File: config.mk
export PLATFORM = sky130hd
export DESIGN_NAME = peg_guard
export DESIGN_NICKNAME = d
export VERILOG_FILES = /design/src/peg_pkg.sv /design/src/peg_guard.sv /design/src/peg_setting.sv
export SDC_FILE = /design/constraint.sdc
export NUM_CORES = 1
export LEC_CHECK = 0
export BUFFER_PORTS_ARGS = -buffer_cell sky130_fd_sc_hd__buf_2
export CORE_ASPECT_RATIO = 1.4
export CORE_MARGIN = 2
export CORE_UTILIZATION = 53
export CTS_BUF_LIST = sky130_fd_sc_hd__clkbuf_4 sky130_fd_sc_hd__clkbuf_8
export CTS_CLUSTER_DIAMETER = 60
export DETAILED_ROUTE_END_ITERATION = 10
export PLACE_DENSITY = 0.8
export SLEW_MARGIN = 40
export SYNTH_ARGS = -nofsm -noshare
export SYNTH_HDL_FRONTEND = slang
export SYNTH_SLANG_ARGS = --single-unit
File: constraint.sdc
create_clock -name clk_i -period 4 [get_ports clk_i]
set_clock_uncertainty 0.2 [all_clocks]
set_input_delay 0.2 -clock clk_i [delete_from_list [all_inputs] [get_ports clk_i]]
set_output_delay 0.2 -clock clk_i [all_outputs]
set_load 0.01 [all_outputs]
File: src/peg_pkg.sv
// Purpose: shared constants for the position error guard
// Assumes: one drive control clock, positions in reference units
// Notes:   all settings are unsigned, the error counter is signed
package peg_pkg;
  localparam int unsigned POS_W   = 32;
  localparam int unsigned DELTA_W = 16;
  localparam int unsigned LVL_W   = 30;
  localparam int unsigned SPD_W   = 16;
  localparam int unsigned LIM_W   = 14;
  localparam int unsigned GAIN_W  = 16;

  // error levels in reference units
  localparam logic [LVL_W-1:0] LVL_MIN     = 30'h0000_0001;
  localparam logic [LVL_W-1:0] LVL_MAX     = 30'h3FFF_FFFF;
  localparam logic [LVL_W-1:0] LVL_DEFAULT = 30'h0050_0000;

  // servo-on speed limit in min^-1
  localparam logic [LIM_W-1:0] LIM_MIN     = 14'h0000;
  localparam logic [LIM_W-1:0] LIM_MAX     = 14'h2710;
  localparam logic [LIM_W-1:0] LIM_DEFAULT = 14'h2710;

  // one-hot guard states
  typedef enum logic [2:0] {
    PEG_OFF   = 3'b001,
    PEG_CLAMP = 3'b010,
    PEG_RUN   = 3'b100
  } peg_state_t;
endpackage

File: src/peg_guard.sv
// Purpose: position error counter with overflow and servo-on protection
// Assumes: deltas, power and mode come from logic on clk_i
// Notes:   settings are reset to their factory values by rst_i
`timescale 1ns/1ps
module peg_guard (
  input  wire logic                        clk_i,
  input  wire logic                        rst_i,
  input  wire logic                        pos_mode_i,
  input  wire logic                        servo_on_i,
  input  wire logic                        ref_valid_i,
  input  wire logic [peg_pkg::DELTA_W-1:0] ref_delta_i,
  input  wire logic [peg_pkg::DELTA_W-1:0] fb_delta_i,
  input  wire logic [peg_pkg::SPD_W-1:0]   speed_cmd_i,
  input  wire logic                        alarm_clear_i,
  input  wire logic                        excess_level_wr_i,
  input  wire logic                        son_level_wr_i,
  input  wire logic                        son_limit_wr_i,
  input  wire logic [peg_pkg::LVL_W-1:0]   level_data_i,
  input  wire logic [peg_pkg::LIM_W-1:0]   limit_data_i,
  input  wire logic [peg_pkg::GAIN_W-1:0]  loop_gain_i,
  input  wire logic [peg_pkg::GAIN_W-1:0]  model_following_gain_i,
  input  wire logic                        model_following_select_i,
  output logic      [peg_pkg::POS_W-1:0]   pos_error_o,
  output logic      [peg_pkg::SPD_W-1:0]   speed_cmd_o,
  output logic      [peg_pkg::GAIN_W-1:0]  active_gain_o,
  output logic                             speed_clamp_o,
  output logic                             motor_stop_o,
  output logic                             error_overflow_alarm_o,
  output logic                             servo_on_overflow_alarm_o,
  output logic                             speed_limited_overflow_alarm_o
);
  localparam int unsigned PW = peg_pkg::POS_W;
  localparam int unsigned SW = peg_pkg::SPD_W;

  logic [peg_pkg::LVL_W-1:0] excess_error_level;
  logic [peg_pkg::LVL_W-1:0] servo_on_error_level;
  logic [peg_pkg::LIM_W-1:0] servo_on_speed_limit;

  peg_setting #(.W(peg_pkg::LVL_W), .DEF(peg_pkg::LVL_DEFAULT),
    .MIN(peg_pkg::LVL_MIN), .MAX(peg_pkg::LVL_MAX)) u_excess (
    .clk_i   (clk_i),
    .rst_i   (rst_i),
    .wr_i    (excess_level_wr_i),
    .data_i  (level_data_i),
    .value_o (excess_error_level)
  );
  peg_setting #(.W(peg_pkg::LVL_W), .DEF(peg_pkg::LVL_DEFAULT),
    .MIN(peg_pkg::LVL_MIN), .MAX(peg_pkg::LVL_MAX)) u_son_level (
    .clk_i   (clk_i),
    .rst_i   (rst_i),
    .wr_i    (son_level_wr_i),
    .data_i  (level_data_i),
    .value_o (servo_on_error_level)
  );
  peg_setting #(.W(peg_pkg::LIM_W), .DEF(peg_pkg::LIM_DEFAULT),
    .MIN(peg_pkg::LIM_MIN), .MAX(peg_pkg::LIM_MAX)) u_son_limit (
    .clk_i   (clk_i),
    .rst_i   (rst_i),
    .wr_i    (son_limit_wr_i),
    .data_i  (limit_data_i),
    .value_o (servo_on_speed_limit)
  );

  // error counter
  logic [PW-1:0] err_q;
  logic [PW-1:0] err_d;
  logic [PW-1:0] ref_ext;
  logic [PW-1:0] fb_ext;
  logic [PW-1:0] err_abs;
  logic          over_excess;
  logic          over_son;

  assign ref_ext = ref_valid_i ?
    {{(PW-peg_pkg::DELTA_W){ref_delta_i[peg_pkg::DELTA_W-1]}}, ref_delta_i}
    : '0;
  assign fb_ext =
    {{(PW-peg_pkg::DELTA_W){fb_delta_i[peg_pkg::DELTA_W-1]}}, fb_delta_i};
  assign err_abs = err_q[PW-1] ? PW'(-err_q) : err_q;
  assign over_excess = err_abs > {2'h0, excess_error_level};
  assign over_son    = err_abs > {2'h0, servo_on_error_level};

  // counter keeps running through power off so nothing is lost
  always_comb begin
    err_d = PW'(err_q + ref_ext - fb_ext);
  end

  always_ff @(posedge clk_i) begin
    if (rst_i) begin
      err_q <= '0;
    end else begin
      err_q <= err_d;
    end
  end

  // guard state and alarms
  peg_pkg::peg_state_t state_q;
  peg_pkg::peg_state_t state_d;
  logic                power_q;
  logic                ovf_q;
  logic                ovf_d;
  logic                son_q;
  logic                son_d;
  logic                slim_q;
  logic                slim_d;
  logic                power_rise;

  assign power_rise = servo_on_i && !power_q;

  always_comb begin
    state_d = state_q;
    case (state_q)
      peg_pkg::PEG_OFF: begin
        if (power_rise) begin
          state_d = (err_q != '0) ? peg_pkg::PEG_CLAMP : peg_pkg::PEG_RUN;
        end
      end
      peg_pkg::PEG_CLAMP: begin
        if (!servo_on_i) begin
          state_d = peg_pkg::PEG_OFF;
        end else if (err_q == '0) begin
          state_d = peg_pkg::PEG_RUN;
        end
      end
      peg_pkg::PEG_RUN: begin
        if (!servo_on_i) begin
          state_d = peg_pkg::PEG_OFF;
        end
      end
      default: begin
        state_d = peg_pkg::PEG_OFF;
      end
    endcase
  end

  // set beats clear; clear only once the error is back within level
  always_comb begin
    ovf_d  = ovf_q;
    son_d  = son_q;
    slim_d = slim_q;
    if (alarm_clear_i && !over_excess) begin
      ovf_d  = 1'b0;
      slim_d = 1'b0;
    end
    if (alarm_clear_i && !over_son) begin
      son_d = 1'b0;
    end
    if (pos_mode_i) begin
      if ((state_q == peg_pkg::PEG_RUN) && over_excess) begin
        ovf_d = 1'b1;
      end
      if ((state_q == peg_pkg::PEG_OFF) && power_rise && over_son) begin
        son_d = 1'b1;
      end
      if ((state_q == peg_pkg::PEG_CLAMP) && ref_valid_i && over_excess) begin
        slim_d = 1'b1;
      end
    end
  end

  always_ff @(posedge clk_i) begin
    if (rst_i) begin
      state_q <= peg_pkg::PEG_OFF;
      power_q <= 1'b0;
      ovf_q   <= 1'b0;
      son_q   <= 1'b0;
      slim_q  <= 1'b0;
    end else begin
      state_q <= state_d;
      power_q <= servo_on_i;
      ovf_q   <= ovf_d;
      son_q   <= son_d;
      slim_q  <= slim_d;
    end
  end

  // speed output and gain selection
  logic [SW-1:0]             spd_q;
  logic [SW-1:0]             spd_d;
  logic [peg_pkg::GAIN_W-1:0] gain_q;
  logic [peg_pkg::GAIN_W-1:0] gain_d;
  logic [SW-1:0]             lim_ext;
  logic [SW-1:0]             lim_neg;
  logic                      any_alarm_d;

  assign lim_ext = {{(SW-peg_pkg::LIM_W){1'b0}}, servo_on_speed_limit};
  assign lim_neg = SW'(-lim_ext);
  assign any_alarm_d = ovf_d || son_d || slim_d;

  // stop wins over clamp; clamp is a signed window of +/- limit
  always_comb begin
    spd_d = speed_cmd_i;
    if (any_alarm_d || (state_d == peg_pkg::PEG_OFF)) begin
      spd_d = '0;
    end else if (state_d == peg_pkg::PEG_CLAMP) begin
      if ($signed(speed_cmd_i) > $signed(lim_ext)) begin
        spd_d = lim_ext;
      end else if ($signed(speed_cmd_i) < $signed(lim_neg)) begin
        spd_d = lim_neg;
      end
    end
    // gains in units of 0.1/s, passed through untouched
    gain_d = model_following_select_i ? model_following_gain_i
                                      : loop_gain_i;
  end

  always_ff @(posedge clk_i) begin
    if (rst_i) begin
      spd_q  <= '0;
      gain_q <= '0;
    end else begin
      spd_q  <= spd_d;
      gain_q <= gain_d;
    end
  end

  assign pos_error_o                    = err_q;
  assign speed_cmd_o                    = spd_q;
  assign active_gain_o                  = gain_q;
  assign speed_clamp_o                  = (state_q == peg_pkg::PEG_CLAMP);
  assign motor_stop_o                   = ovf_q || son_q || slim_q;
  assign error_overflow_alarm_o         = ovf_q;
  assign servo_on_overflow_alarm_o      = son_q;
  assign speed_limited_overflow_alarm_o = slim_q;
endmodule

File: src/peg_setting.sv
// Purpose: one setting register, range limited, loaded by a strobe
// Assumes: write strobe from logic on the same clock
// Notes:   out of range writes are pulled to the nearest limit
`timescale 1ns/1ps
module peg_setting #(
  parameter int unsigned     W   = 30,
  parameter logic [W-1:0]    DEF = '0,
  parameter logic [W-1:0]    MIN = '0,
  parameter logic [W-1:0]    MAX = '1
) (
  input  wire logic         clk_i,
  input  wire logic         rst_i,
  input  wire logic         wr_i,
  input  wire logic [W-1:0] data_i,
  output logic      [W-1:0] value_o
);
  logic [W-1:0] value_q;
  logic [W-1:0] value_d;

  always_comb begin
    value_d = value_q;
    if (wr_i) begin
      if (data_i < MIN) begin
        value_d = MIN;
      end else if (data_i > MAX) begin
        value_d = MAX;
      end else begin
        value_d = data_i;
      end
    end
  end

  // the new level is in force on the edge after the strobe
  always_ff @(posedge clk_i) begin
    if (rst_i) begin
      value_q <= DEF;
    end else begin
      value_q <= value_d;
    end
  end

  assign value_o = value_q;
endmodule

==> flow_results.org, run 1 <==
** Timing
- Setup repair after global routing could not meet its margin everywhere.
- Adding up every negative setup slack in the final design gives -9530 ps.
- At the pin with the least slew margin, the transition time is 740 ps.
- Fin crit share :: 115%
- Minimum clock period :: 4590 ps
- The final number of max-transition violations was 0.
- Static timing analysis puts the maximum clock frequency at 218 MHz.
- Final critical-path setup slack :: -585 ps
- Final hold vios :: 0
- Final hold analysis gives a worst-case slack of 40.6 ps.
- Max_slew headroom :: 50.7%
- Setup violations remaining at the end of the flow were counted as 19.

** Synthesis
- The average instance in the mapped netlist occupies 8.31 µm².
- Distinct cells, synth :: 69
- For this run, the number of Yosys warnings is 0.
- Leading cell types by total area after synthesis :: sky130_fd_sc_hd__dfxtp_1, sky130_fd_sc_hd__ha_1, sky130_fd_sc_hd__mux2i_1
- Post-synthesis net count :: 1595
- Main flop type after synthesis :: sky130_fd_sc_hd__dfxtp_1
- Number of flip-flops and latches in the synthesized netlist :: 145
- Mapped Cells :: 1307
- Yosys mapped a number of flops with a built-in enable equal to 0.
- Sequential element share of the synthesized area :: 26.7%
- The synthesized netlist occupies a cell area of 10900 µm².
- Cell taking the most area after synthesis :: sky130_fd_sc_hd__dfxtp_1
- Proportion of netlist area held by the largest area contributor :: 26.7%
- Asr flop ratio synth :: 0%

** Layout
- Diode count :: 0
- Across the whole layout, storage elements account for 2910 µm².
- Once layout is complete, the cells apart from fillers number 1952.
- Leading cell types in the layout, fill and taps excluded :: sky130_fd_sc_hd__buf_2, sky130_fd_sc_hd__inv_1, sky130_fd_sc_hd__nor2_1
- Proportion of layout cells with a drive suffix above 1 :: 23.6%
- Summed area of non-filler cells in the final layout :: 14500 µm²
- Area taken by multi-input logic gates :: 7270 µm²
- From synthesis to final layout, the design area changed by 33.2%.
- For this run, the post-layout net count is 1972.
- Most frequent standard cell in the layout excluding fill and tap cells :: sky130_fd_sc_hd__buf_2
- Counting the fill cells in the layout gives 1572.
- Cells fill 71.2% of the core in the end.

** Critical path
- The worst setup path is of the flip-flop to flip-flop kind.
- At the worst endpoint, the required time is 4180 ps.
- Cell count of the worst reg-to-reg path :: 17
- Data arrives at the worst endpoint at 4770 ps.
- Worst reg2reg setup slack :: -590 ps
- Sort of element at the end of the critical path :: flip-flop
- Worst reg2reg endpoint :: speed_cmd_o[13]
- In this run the critical register-to-register path is launched from pos_error_o[2].
- Along the worst path, the maximum fanout reaches 4.
- Worst Setup Start Kind :: flip-flop

** Placed design
- Once placement completed, the tool counted placed cells totaling 1810.
- Total half-perimeter wirelength after legalization and detailed placement :: 24000 µm
- Count of buffers inserted at the top-level ports :: 202
- Post-Place Cell Area :: 12800 µm²
- Weighted congestion at the end of routability-driven global placement :: 0.969

** Clocking
- CTS max path bufs :: 2
- Clock Root Buffer :: sky130_fd_sc_hd__clkbuf_8
- Clock tree synthesis found a total of 145 sinks.
- Clock latency on the worst-skew pair, taken at its later pin, is 460 ps.
- After clock tree synthesis, the clock-pin slew on the worst setup and hold paths is 90 ps.
- Buffers inserted during clock tree synthesis total 17.
- Clock tree from TritonCTS :: built
- Number of H-tree levels :: 4

** Detailed routing
- Detailed-router iteration count before antenna repair :: 5
- Post-detailed-route DRC marker count :: 0
- Number of vias per cell after detailed routing :: 5.60
- Antenna violation net count after detailed routing :: 0
- Routed wire per std cell :: 17.0 µm
- Wires add up to 33100 µm.
- DR iter-0 viols :: 611
- Total number of vias :: 10929

** Global route
- The number of antenna violations at the first check in global routing is 0.
- Vias in the first global route :: 11301
- Grt total ovfl :: 0
- The first global-routing pass estimated 53000 µm of wire.
- All-layer global routing usage :: 30.0%
- Pin count of the biggest net entering global routing :: 62

** Floorplanning
- Core Area :: 20300 µm²
- Number of ports placed on the die boundary :: 203
- Height of the die :: 173 µm
- The floorplan step defined a die boundary enclosing 21700 µm².
- Number of core rows :: 62
- Starting utilization of the core area :: 53.4%
- Die extent in x :: 125 µm

** Power and ir drop
- Lkg Pwr :: 7.00 nW
- Worst IR Drop VDD :: 396 µV
- In this run the power density over the cells is 611 nW/µm².

** Worst hold path
- The path with the worst hold slack has its endpoint at u_son_limit.value_o[5].
- The worst hold path belongs to the class primary input to flip-flop.
- Number of cells traversed by the worst hold path :: 3
- The worst hold path begins at son_limit_wr_i.

** Outcome
- The checks that failed: setup timing.
- Outcome :: finished, violations left

** Job
- Max-cap violations in this run came to 0.
power by group:
| part | switching [W] | total, W | internal, W |
|---|---|---|---|
| clock network | 0.000572 | 0.00142 | 0.000848 |
| registers | 0.000153 | 0.00181 | 0.00165 |
| logic | 0.00307 | 0.00562 | 0.00255 |
| total | 0.00379 | 0.00884 | 0.00505 |
synthesized netlist by cell type (10+ instances only):
library cell	count
sky130_fd_sc_hd__a211oi_1	12
sky130_fd_sc_hd__a21o_1	13
sky130_fd_sc_hd__a21oi_1	48
sky130_fd_sc_hd__buf_1	12
sky130_fd_sc_hd__clkbuf_1	30
sky130_fd_sc_hd__dfxtp_1	145
sky130_fd_sc_hd__fa_1	31
sky130_fd_sc_hd__ha_1	123
sky130_fd_sc_hd__inv_1	182
sky130_fd_sc_hd__mux2i_1	74
sky130_fd_sc_hd__nand2_1	80
sky130_fd_sc_hd__nand2b_1	14
sky130_fd_sc_hd__nand3_1	23
sky130_fd_sc_hd__nand4_1	18
sky130_fd_sc_hd__nor2_1	157
sky130_fd_sc_hd__nor2b_1	13
sky130_fd_sc_hd__nor3_1	24
sky130_fd_sc_hd__nor4_1	15
sky130_fd_sc_hd__o211ai_1	12
sky130_fd_sc_hd__o21a_1	21
sky130_fd_sc_hd__o21ai_0	49
sky130_fd_sc_hd__o22ai_1	10
sky130_fd_sc_hd__o31ai_1	13
sky130_fd_sc_hd__xnor2_1	51
sky130_fd_sc_hd__xor2_1	14
how the worst max path moves through the flow:
| stage | from | endpoint | slack (ps) | cells past startpoint |
|---|---|---|---|---|
| finish | pos_error_o[2] | speed_cmd_o[13] | -590 | 17 |
| global route | pos_error_o[2] | speed_cmd_o[13] | -780 | 17 |
| CTS | pos_error_o[2] | speed_cmd_o[8] | -580 | 19 |
| detailed placement | pos_error_o[2] | speed_cmd_o[8] | -610 | 19 |
| global placement | pos_error_o[2] | speed_cmd_o[2] | -540 | 19 |
| floorplan | pos_error_o[2] | speed_cmd_o[11] | -310 | 19 |
logic make-up (layout without fill, tap and decap cells):
family / Yosys count / count (layout) / share of synthesized area, %
adders and majority gates: 154 / 154 / 19.9
buffers and inverters: 228 / 617 / 7.97
DFF: 145 / 145 / 26.7
AOI/OAI and AO/OA: 248 / 248 / 15.8
and+or+nand+nor: 391 / 391 / 17.3
xor gates and xnor gates: 65 / 65 / 5.24
muxes: 76 / 76 / 7.03
timing repair:
action,CTS,global route
setup buffers,10,3
gates resized for setup,10,25
hold buffers,98,0
pin swaps,6,2
endpoints found under the setup margin,19,28
hold endpoints to repair,113,0
state kept, by name (all words and copies together), names as in the netlist:
| signal | count |
|---|---|
| pos_error_o | 32 |
| u_excess.value_o | 30 |
| u_son_level.value_o | 30 |
| active_gain_o | 16 |
| speed_cmd_o | 16 |
| u_son_limit.value_o | 14 |
| state_q | 3 |
| error_overflow_alarm_o | 1 |
| power_q | 1 |
| servo_on_overflow_alarm_o | 1 |
| speed_limited_overflow_alarm_o | 1 |
per-layer routing:
layer	routed length (µm)	share of wire, %	GRT usage, %
met4	1560	4.7	15.1
met1	12400	38	31.8
met2	17600	53	57.4
met5	0	0	0
met3	1500	4.5	3.92
critical path, stage by stage, from the launching register on:
cell	delay (ps)
sky130_fd_sc_hd__dfxtp_2	320
sky130_fd_sc_hd__or3_4	380
sky130_fd_sc_hd__or3_4	360
sky130_fd_sc_hd__buf_4	150
sky130_fd_sc_hd__or3_1	390
sky130_fd_sc_hd__o31ai_2	250
sky130_fd_sc_hd__xnor2_1	180
sky130_fd_sc_hd__ha_1	280
sky130_fd_sc_hd__a211oi_1	270
sky130_fd_sc_hd__nor2_1	90
sky130_fd_sc_hd__nor4_1	240
sky130_fd_sc_hd__o22ai_1	210
sky130_fd_sc_hd__a211oi_2	290
sky130_fd_sc_hd__o21ai_1	100
sky130_fd_sc_hd__a32oi_2	300
sky130_fd_sc_hd__o211ai_4	160
sky130_fd_sc_hd__buf_6	170
sky130_fd_sc_hd__a221oi_2	170
layout make-up:
cell class	instances	share of cell area, %
multi-input cells	934	50.3
repair buffers	403	19.4
clock buffers	21	1.91
well taps	256	2.21
clock inverters	10	1.43
inverters	183	4.75
flip-flops and latches	145	20.1
stage by stage:
| stage | setup slack (ps) | total power [W] |
|---|---|---|
| after floorplan | -305 | 0.00533 |
| after global placement | -543 | 0.00689 |
| after detailed placement | -611 | 0.00704 |
| after CTS | -579 | 0.00864 |
| after global routing | -778 | 0.00957 |
| final | -585 | 0.00884 |
Note: power is estimated with default switching activity, not from simulation.
==> run 2: changes to the inputs <==
Settings changed: CORE_UTILIZATION 53 to 52, CTS_BUF_LIST sky130_fd_sc_hd__clkbuf_4 sky130_fd_sc_hd__clkbuf_8 to sky130_fd_sc_hd__clkbuf_16, PLACE_DENSITY 0.8 to 0.78.
==> run 2 against run 1 <==
  * The flow still finishes with violations (setup timing)
  * Die area grew 1.9%
  * Setup slack lost 31 ps
  * Power grew 3.5%
  * Sequential share of layout area shrank 0.14 points
  * Utilization shrank 0.051 points
  * Sequential power is essentially flat
  * Count of clock-buffer cells in the layout shrank 4
  * Critical path type unchanged
  * Largest power group unchanged
==> flow_results.org, run 2 (same netlist as run 1, synthesis figures left out) <==
** Global route
- The global-route track usage on met1 is 30.3% (-1.5 points).
- The global-route usage over all layers was 29.7% (-0.28 points).
- Pin count of the biggest net entering global routing :: 77 (+24%)
- The global routing met2 resource utilization was 58.2% (+0.79 points).
- The number of global-route vias before repair is 11248 (-0.47%).
- Met3 capacity usage during global routing :: 4.72% (+0.80 points)
- In this run the most used layer during global routing was met2.
- The global-route wire length before repair was 52900 µm (-0.12%).
- Grt total ovfl :: 0 (unchanged)
- Number of antenna violations at the first check in global routing :: 1 (+1)

** Clocking
- Clock edge transition at the registers on the reported setup and hold paths :: 60 ps (-30 ps)
- CTS max path bufs :: 2 (unchanged)
- Clock tree from TritonCTS :: built
- The CTS sink count came to 145 (unchanged).
- Skew-Pair Late Insertion Delay :: 440 ps (-20 ps)
- Clock Root Buffer :: sky130_fd_sc_hd__clkbuf_16
- Number of H-tree levels :: 4 (unchanged)
- The number of buffers added by the clock tree synthesis step is 17 (unchanged).

** Critical path
- STA classifies the critical path endpoint as a flip-flop.
- The critical path is of the flip-flop to flip-flop type.
- Worst-path maximum fanout :: 16 (+12)
- The worst path required time is 4090 ps (-90 ps).
- Worst setup path startpoint :: pos_error_o[2]
- The worst setup path is launched from a flip-flop.
- The startpoint identified for the worst register-to-register timing path is pos_error_o[2].
- The critical path arrival is 4710 ps (-60 ps).

** Placed design
- Total half-perimeter wirelength after legalization and detailed placement :: 24000 µm (+0.15%)
- Count of buffers inserted at the top-level ports :: 202 (unchanged)
- The last weighted congestion value of the routability-driven placer was 0.980 (+1.1%).
- The pre-CTS setup slack came to -748 ps (-137 ps).

** Timing
- The final number of max-transition violations came to 0 (unchanged).
- The slew at the pin with the worst max-slew slack is 780 ps (+40.1 ps).
- The final-report setup violation count was 19 (unchanged).
- Fin crit share :: 115% (+0.78 points)
- Final hold vios :: 0 (unchanged)
- Final critical-path setup slack :: -616 ps (-31.0 ps)
- Maximum clock frequency :: 217 MHz (-0.67%)
- Setup repair after global routing could not meet its margin everywhere.
- Minimum clock period :: 4620 ps (+31.0 ps)
- Max_slew headroom :: 47.5% (-3.2 points)

** Floorplanning
- Core Area :: 20500 µm² (+0.76%)
- Height of the die :: 175 µm (+0.93%)
- Die Footprint :: 22100 µm² (+1.9%)
- The starting utilization of the core area came to 53.0% (-0.40 points).
- Die extent in x :: 126 µm (+0.93%)
- Number of ports placed on the die boundary :: 203 (unchanged)
- The number of rows in the core area is 62 (unchanged).

** Detailed routing
- Detailed-router iteration count before antenna repair :: 5 (unchanged)
- The number of remaining DRC errors came to 0 (unchanged).
- Total number of vias :: 10831 (-0.90%)
- Antenna violation net count after detailed routing :: 0 (unchanged)
- The final routed wire length divided by cell count was 16.9 µm (-0.57%).
- The via count normalized by instance count came to 5.56 (-0.74%).
- DR iter-0 viols :: 574 (-6.1%)
- Total length of routed wires :: 32900 µm (-0.72%)

** Layout
- The library cell used most frequently in the layout, excluding fill and tap cells, is sky130_fd_sc_hd__buf_2.
- Proportion of layout cells with a drive suffix above 1 :: 23.1% (-0.48 points)
- The core utilization of the finished layout is 71.1% (about the same).
- The flip-flop count of the largest register after layout came to 32 (unchanged).
- The fill cell total of the finished layout was 1603 (+2.0%).
- Area Growth Syn to Fin :: 34.1%
- Leading cell types in the layout, fill and taps excluded :: sky130_fd_sc_hd__buf_2, sky130_fd_sc_hd__inv_1, sky130_fd_sc_hd__nor2_1
- Final-stage net count :: 1967 (-0.25%)

** Job
- Max Cap Violations :: 0 (unchanged)

** Power and ir drop
- The maximum ir drop on the vdd rail is 428 µV (+7.9%).
- The total power density per cell area is 628 nW/µm² (+2.8%).
- Lkg Pwr :: 7.05 nW (+0.67%)

** Outcome
- The flow ran to the end, but the final reports show violations.
- The checks that failed: setup timing.

** Worst hold path
- Type of the worst min-delay path :: primary input to flip-flop
- Beginning of the worst hold path :: rst_i
run 2: worst max-delay path: stages, from the launching register on:
cell and delay, ps:
sky130_fd_sc_hd__dfxtp_2 320, sky130_fd_sc_hd__or3_4 380, sky130_fd_sc_hd__or3_4 350, sky130_fd_sc_hd__nor3_4 150, sky130_fd_sc_hd__nand2_2 90, sky130_fd_sc_hd__or3_4 390, sky130_fd_sc_hd__or3_4 390, sky130_fd_sc_hd__o41ai_4 260
sky130_fd_sc_hd__xnor2_2 120, sky130_fd_sc_hd__ha_1 310, sky130_fd_sc_hd__nand4_1 130, sky130_fd_sc_hd__nor2_2 150, sky130_fd_sc_hd__o21ai_1 90, sky130_fd_sc_hd__a31oi_2 210, sky130_fd_sc_hd__o41ai_2 120, sky130_fd_sc_hd__a31oi_1 230
sky130_fd_sc_hd__nor2_2 90, sky130_fd_sc_hd__o211ai_4 210, sky130_fd_sc_hd__buf_12 190, sky130_fd_sc_hd__a31oi_1 80
run 2: layer usage:
metal / share of wire [%] / vias to the layer above / wire length (µm)
li1: - / 5247 / -
met1: 37 / 5127 / 12300
met2: 54 / 363 / 17800
met3: 4.3 / 94 / 1420
met4: 4.1 / 0 / 1360
met5: 0 / - / 0
run 2: per-stage QoR:
| stage | total power (W) | cell area [µm²] | setup TNS [ps] | hold slack [ps] | std cells |
|---|---|---|---|---|---|
| finish | 0.00916 | 14600 | -10260 | 2.82 | 1949 |
| global route | 0.00990 | 14600 | -13150 | 37.2 | 1949 |
| CTS | 0.00899 | 14500 | -8650 | 0.651 | 1945 |
| detailed placement | 0.00700 | 12700 | -12400 | 239 | 1807 |
| global placement | 0.00684 | 12700 | -10210 | 227 | 1807 |
| floorplan | 0.00533 | 10900 | -4340 | 87.3 | 1307 |
run 2: where the power goes:
part           switching [W]  internal (W)
logic                0.00303       0.00253
registers           0.000155       0.00165
clock network       0.000668       0.00112
run 2: cell type report:
type                    instances  area (µm²)  share of cell area (%)
inverters                     183         687                    4.71
flip-flops and latches        145        2910                    19.9
clock buffers                  17         425                    2.92
repair buffers                398        2760                    19.0
clock inverters                15         230                    1.58
diodes                          1        2.50                  0.0172
well taps                     256         320                    2.20
multi-input cells             934        7240                    49.7
run 2: timing repair:
action	4_1_cts	5_1_grt
hold endpoints to repair	111	0
hold buffers	97	0
gates resized for setup	14	13
setup buffers	10	3
pin swaps	9	4
setup endpoints to repair	19	23
run 2: worst paths after layout:
path	slack, ps	end	depth (start not counted)
setup / recovery	-620	speed_cmd_o[2]	19
hold / removal	3	u_son_level.value_o[26]	2
setup reg to reg	-620	speed_cmd_o[2]	19
hold reg to reg	290	u_excess.value_o[23]	2
==> run 3: changes to the inputs <==
Settings changed: HOLD_SLACK_MARGIN set to 0.05.
==> run 3 against run 2 <==
  * The flow still finishes with violations (setup timing)
  * Setup slack hardly changed
  * Flip-flop and latch count stayed put
  * Non-clock buffer count is 2 higher
  * Wire length is 0.45% higher
  * First-iteration DRC count is 7.5% higher
  * Design area is 0.17% higher
  * Utilization is 0.12 points higher
  * Power hardly changed
  * Sequential power hardly changed
  * Count of clock-buffer cells in the layout stayed put
  * Register-to-register slack hardly changed
==> flow_results.org, run 3 (same netlist as run 1, synthesis figures left out) <==
** Clocking
- TritonCTS built the clock tree.
- The total number of H-tree levels is 4 (unchanged).
- CTS placed an instance of sky130_fd_sc_hd__clkbuf_16 at the clock tree root.
- The CTS sink count is 145 (unchanged).
- Number of CTS-inserted buffers :: 17 (unchanged)
- The clock-pin slew on the worst setup and hold paths was 70 ps (about the same).
- The number of buffers on the longest clock path came to 2 (unchanged).
- Skew-Pair Late Insertion Delay :: 440 ps (about the same)

** Timing
- The final-report setup violation count is 19 (unchanged).
- The slew at the pin with the worst max-slew slack is 769 ps (-10.7 ps).
- The final setup slack of the worst path is -616 ps (+0.283 ps).
- Total negative slack for setup checks :: -10490 ps (-236 ps)
- The upper clock frequency limit is 217 MHz (about the same).
- Minimum clock period :: 4620 ps (-0.283 ps)
- Max_slew headroom :: 48.3% (+0.72 points)
- The final hold violation count was 0 (unchanged).
- Unrepaired setup endpoints after global routing :: yes
- Fin crit share :: 115% (about the same)
- The final number of max-transition violations is 0 (unchanged).

** Worst hold path
- The number of instances on the worst hold path was 3 (+1).
- In this run the most critical hold path is launched from son_limit_wr_i.
- Hold path endpoint :: u_son_limit.value_o[2]
- Type of the worst min-delay path :: primary input to flip-flop

** Detailed routing
- The sum of met2 wire segment lengths after detailed routing came to 17800 µm (-0.26%).
- Top routing layer used :: met4
- The total routed wirelength was 33000 µm (+0.45%).
- Detailed-router iteration count before antenna repair :: 5 (unchanged)
- The met3 layer wire length in the routed design came to 1640 µm (+15%).
- Antenna violation net count after detailed routing :: 0 (unchanged)
- Routed wire per std cell :: 16.9 µm (+0.35%)
- M1 WL :: 12200 µm (-0.82%)
- The via count normalized by instance count came to 5.56 (about the same).
- DR iter-0 viols :: 617 (+7.5%)
- The number of remaining DRC errors came to 0 (unchanged).
- Total number of vias :: 10852 (+0.19%)

** Floorplanning
- Die extent in x :: 126 µm (unchanged)
- Core Area :: 20500 µm² (unchanged)
- The full die area is 22100 µm² (unchanged).
- The total I/O pin count came to 203 (unchanged).
- The die span in y came to 175 µm (unchanged).
- Starting utilization of the core area :: 53.0% (unchanged)
- Number of core rows :: 62 (unchanged)

** Power and ir drop
- The static power due to leakage came to 7.06 nW (+0.25%).
- Worst IR Drop VDD :: 415 µV (-2.9%)
- Total power divided by cell area :: 627 nW/µm² (-0.27%)
- The total power is 0.00915 W (about the same).

** Placed design
- Post-placement setup slack :: -748 ps (unchanged)
- Weighted congestion at the end of routability-driven global placement :: 0.980 (unchanged)
- Total half-perimeter wirelength after legalization and detailed placement :: 24000 µm (unchanged)
- Post-Place Cell Area :: 12700 µm² (unchanged)
- The number of port buffers came to 202 (unchanged).
- The number of cells after detailed placement is 1807 (unchanged).

** Critical path
- Data arrival at the endpoint of the critical path :: 4750 ps (+40 ps)
- Worst Setup Start Kind :: flip-flop
- Startpoint-to-endpoint class of the critical path :: flip-flop to flip-flop
- The register-to-register path setup slack was -620 ps (about the same).
- The worst register-to-register path ends at speed_cmd_o[6].
- The maximum fanout encountered on the critical timing path came to 16 (unchanged).
- The worst path required time is 4140 ps (+50 ps).
- The length in cells of the worst reg-to-reg path was 18 (-1).
- The worst setup path is captured at a flip-flop.
- Reg-to-reg startpoint :: pos_error_o[2]

** Layout
- The flip-flop count of the largest register after layout was 32 (unchanged).
- The ratio of cells with drive above 1 in the final layout is 23.0% (-0.15 points).
- Leaving out fill and tap cells, the most frequent cell in the layout is sky130_fd_sc_hd__buf_2.
- The fill cell total of the finished layout was 1590 (-0.81%).
- The total number of nets in the final design was 1969 (+0.10%).
- Area Growth Syn to Fin :: 34.4%
- The final non-filler cell total came to 1951 (+0.10%).
- The top cell types in the final layout, fill and taps aside, are sky130_fd_sc_hd__buf_2, sky130_fd_sc_hd__inv_1, sky130_fd_sc_hd__nor2_1.
- The final instance area is 14600 µm² (+0.17%).

** Global route
- Vias in the first global route :: 11350 (+0.91%)
- Grt total ovfl :: 0 (unchanged)
- The largest net degree at the start of global routing came to 77 (unchanged).
- Wire length of the first global-routing pass :: 53200 µm (+0.42%)
- Number of antenna violations at the first check in global routing :: 1 (unchanged)
- All-layer global routing usage :: 29.8% (+0.11 points)

** Job
- Max Cap Violations :: 0 (unchanged)

** Outcome
- The run finished, with violations left.
- Violations in the final reports :: setup timing
-- run 3: cell types whose count changed in the layout (fill, tap and decap cells not counted) --
cell                            change
sky130_fd_sc_hd__dlygate4sd3_1      +3
sky130_fd_sc_hd__a211oi_1           +1
sky130_fd_sc_hd__a211oi_2           -1
sky130_fd_sc_hd__buf_4              -1
sky130_fd_sc_hd__nand2b_1           -1
sky130_fd_sc_hd__nand2b_4           +1
sky130_fd_sc_hd__nor2_1             +1
sky130_fd_sc_hd__nor2_2             -1
sky130_fd_sc_hd__nor3_1             +1
sky130_fd_sc_hd__nor3_2             -1
sky130_fd_sc_hd__o41ai_1            -1
sky130_fd_sc_hd__o41ai_2            +1
-- run 3: layout make-up --
cell class,instances,area (µm²),area share [%]
inverters,183,687,4.71
diodes,1,2.50,0.0171
repair buffers,400,2780,19.1
clock inverters,15,230,1.58
clock buffers,17,425,2.91
well taps,256,320,2.19
multi-input cells,934,7240,49.6
flip-flops and latches,145,2910,19.9
-- run 3: worst max-delay path by stage --
stage,from,end
after global placement,pos_error_o[2],speed_cmd_o[10]
final,pos_error_o[2],speed_cmd_o[6]
after detailed placement,pos_error_o[2],speed_cmd_o[10]
after floorplan,pos_error_o[2],speed_cmd_o[11]
after global routing,pos_error_o[2],speed_cmd_o[6]
after CTS,pos_error_o[2],speed_cmd_o[13]
-- run 3: power by group --
group / switching, W / internal [W] / leakage (nW)
registers: 0.000155 / 0.00165 / 1.20
clock network: 0.000673 / 0.00112 / 0.316
logic: 0.00304 / 0.00251 / 5.55
total: 0.00386 / 0.00528 / 7.06
-- run 3: through the flow --
step / hold WS [ps] / util [%]
after floorplan: 87.3 / -
final: 65.4 / 71.3
after global placement: 227 / 62.1
after CTS: 51.9 / 70.9
after detailed placement: 239 / 62.1
after global routing: 87.0 / 71.3
-- run 3: critical path: stages (launching register included) --
cell and delay (ps):
sky130_fd_sc_hd__dfxtp_2 320, sky130_fd_sc_hd__or3_4 380, sky130_fd_sc_hd__or3_4 350, sky130_fd_sc_hd__nor3_4 150, sky130_fd_sc_hd__nand2_2 90, sky130_fd_sc_hd__or3_4 400
sky130_fd_sc_hd__or3_4 390, sky130_fd_sc_hd__o41ai_4 260, sky130_fd_sc_hd__xnor2_2 120, sky130_fd_sc_hd__ha_1 300, sky130_fd_sc_hd__nand4_1 140, sky130_fd_sc_hd__buf_4 180
sky130_fd_sc_hd__nor4_2 180, sky130_fd_sc_hd__and2_1 190, sky130_fd_sc_hd__o21ai_1 90, sky130_fd_sc_hd__a32oi_2 280, sky130_fd_sc_hd__o211ai_4 120, sky130_fd_sc_hd__buf_12 180
sky130_fd_sc_hd__a221oi_2 210
-- run 3: repair_timing --
item | in CTS | in global routing
setup endpoints to repair | 19 | 23
pin swaps | 9 | 1
hold endpoints to repair | 112 | 8
buffers inserted | 10 | 2
resized for setup | 14 | 12
hold buffers | 99 | 1
-- run 3: per-layer routing --
layer  GRT usage [%]  vias to the layer above
li1                -                     5252
met1            30.5                     5100
met2            58.1                      400
met3            4.50                      100
met4            14.5                        0
met5               0                        -
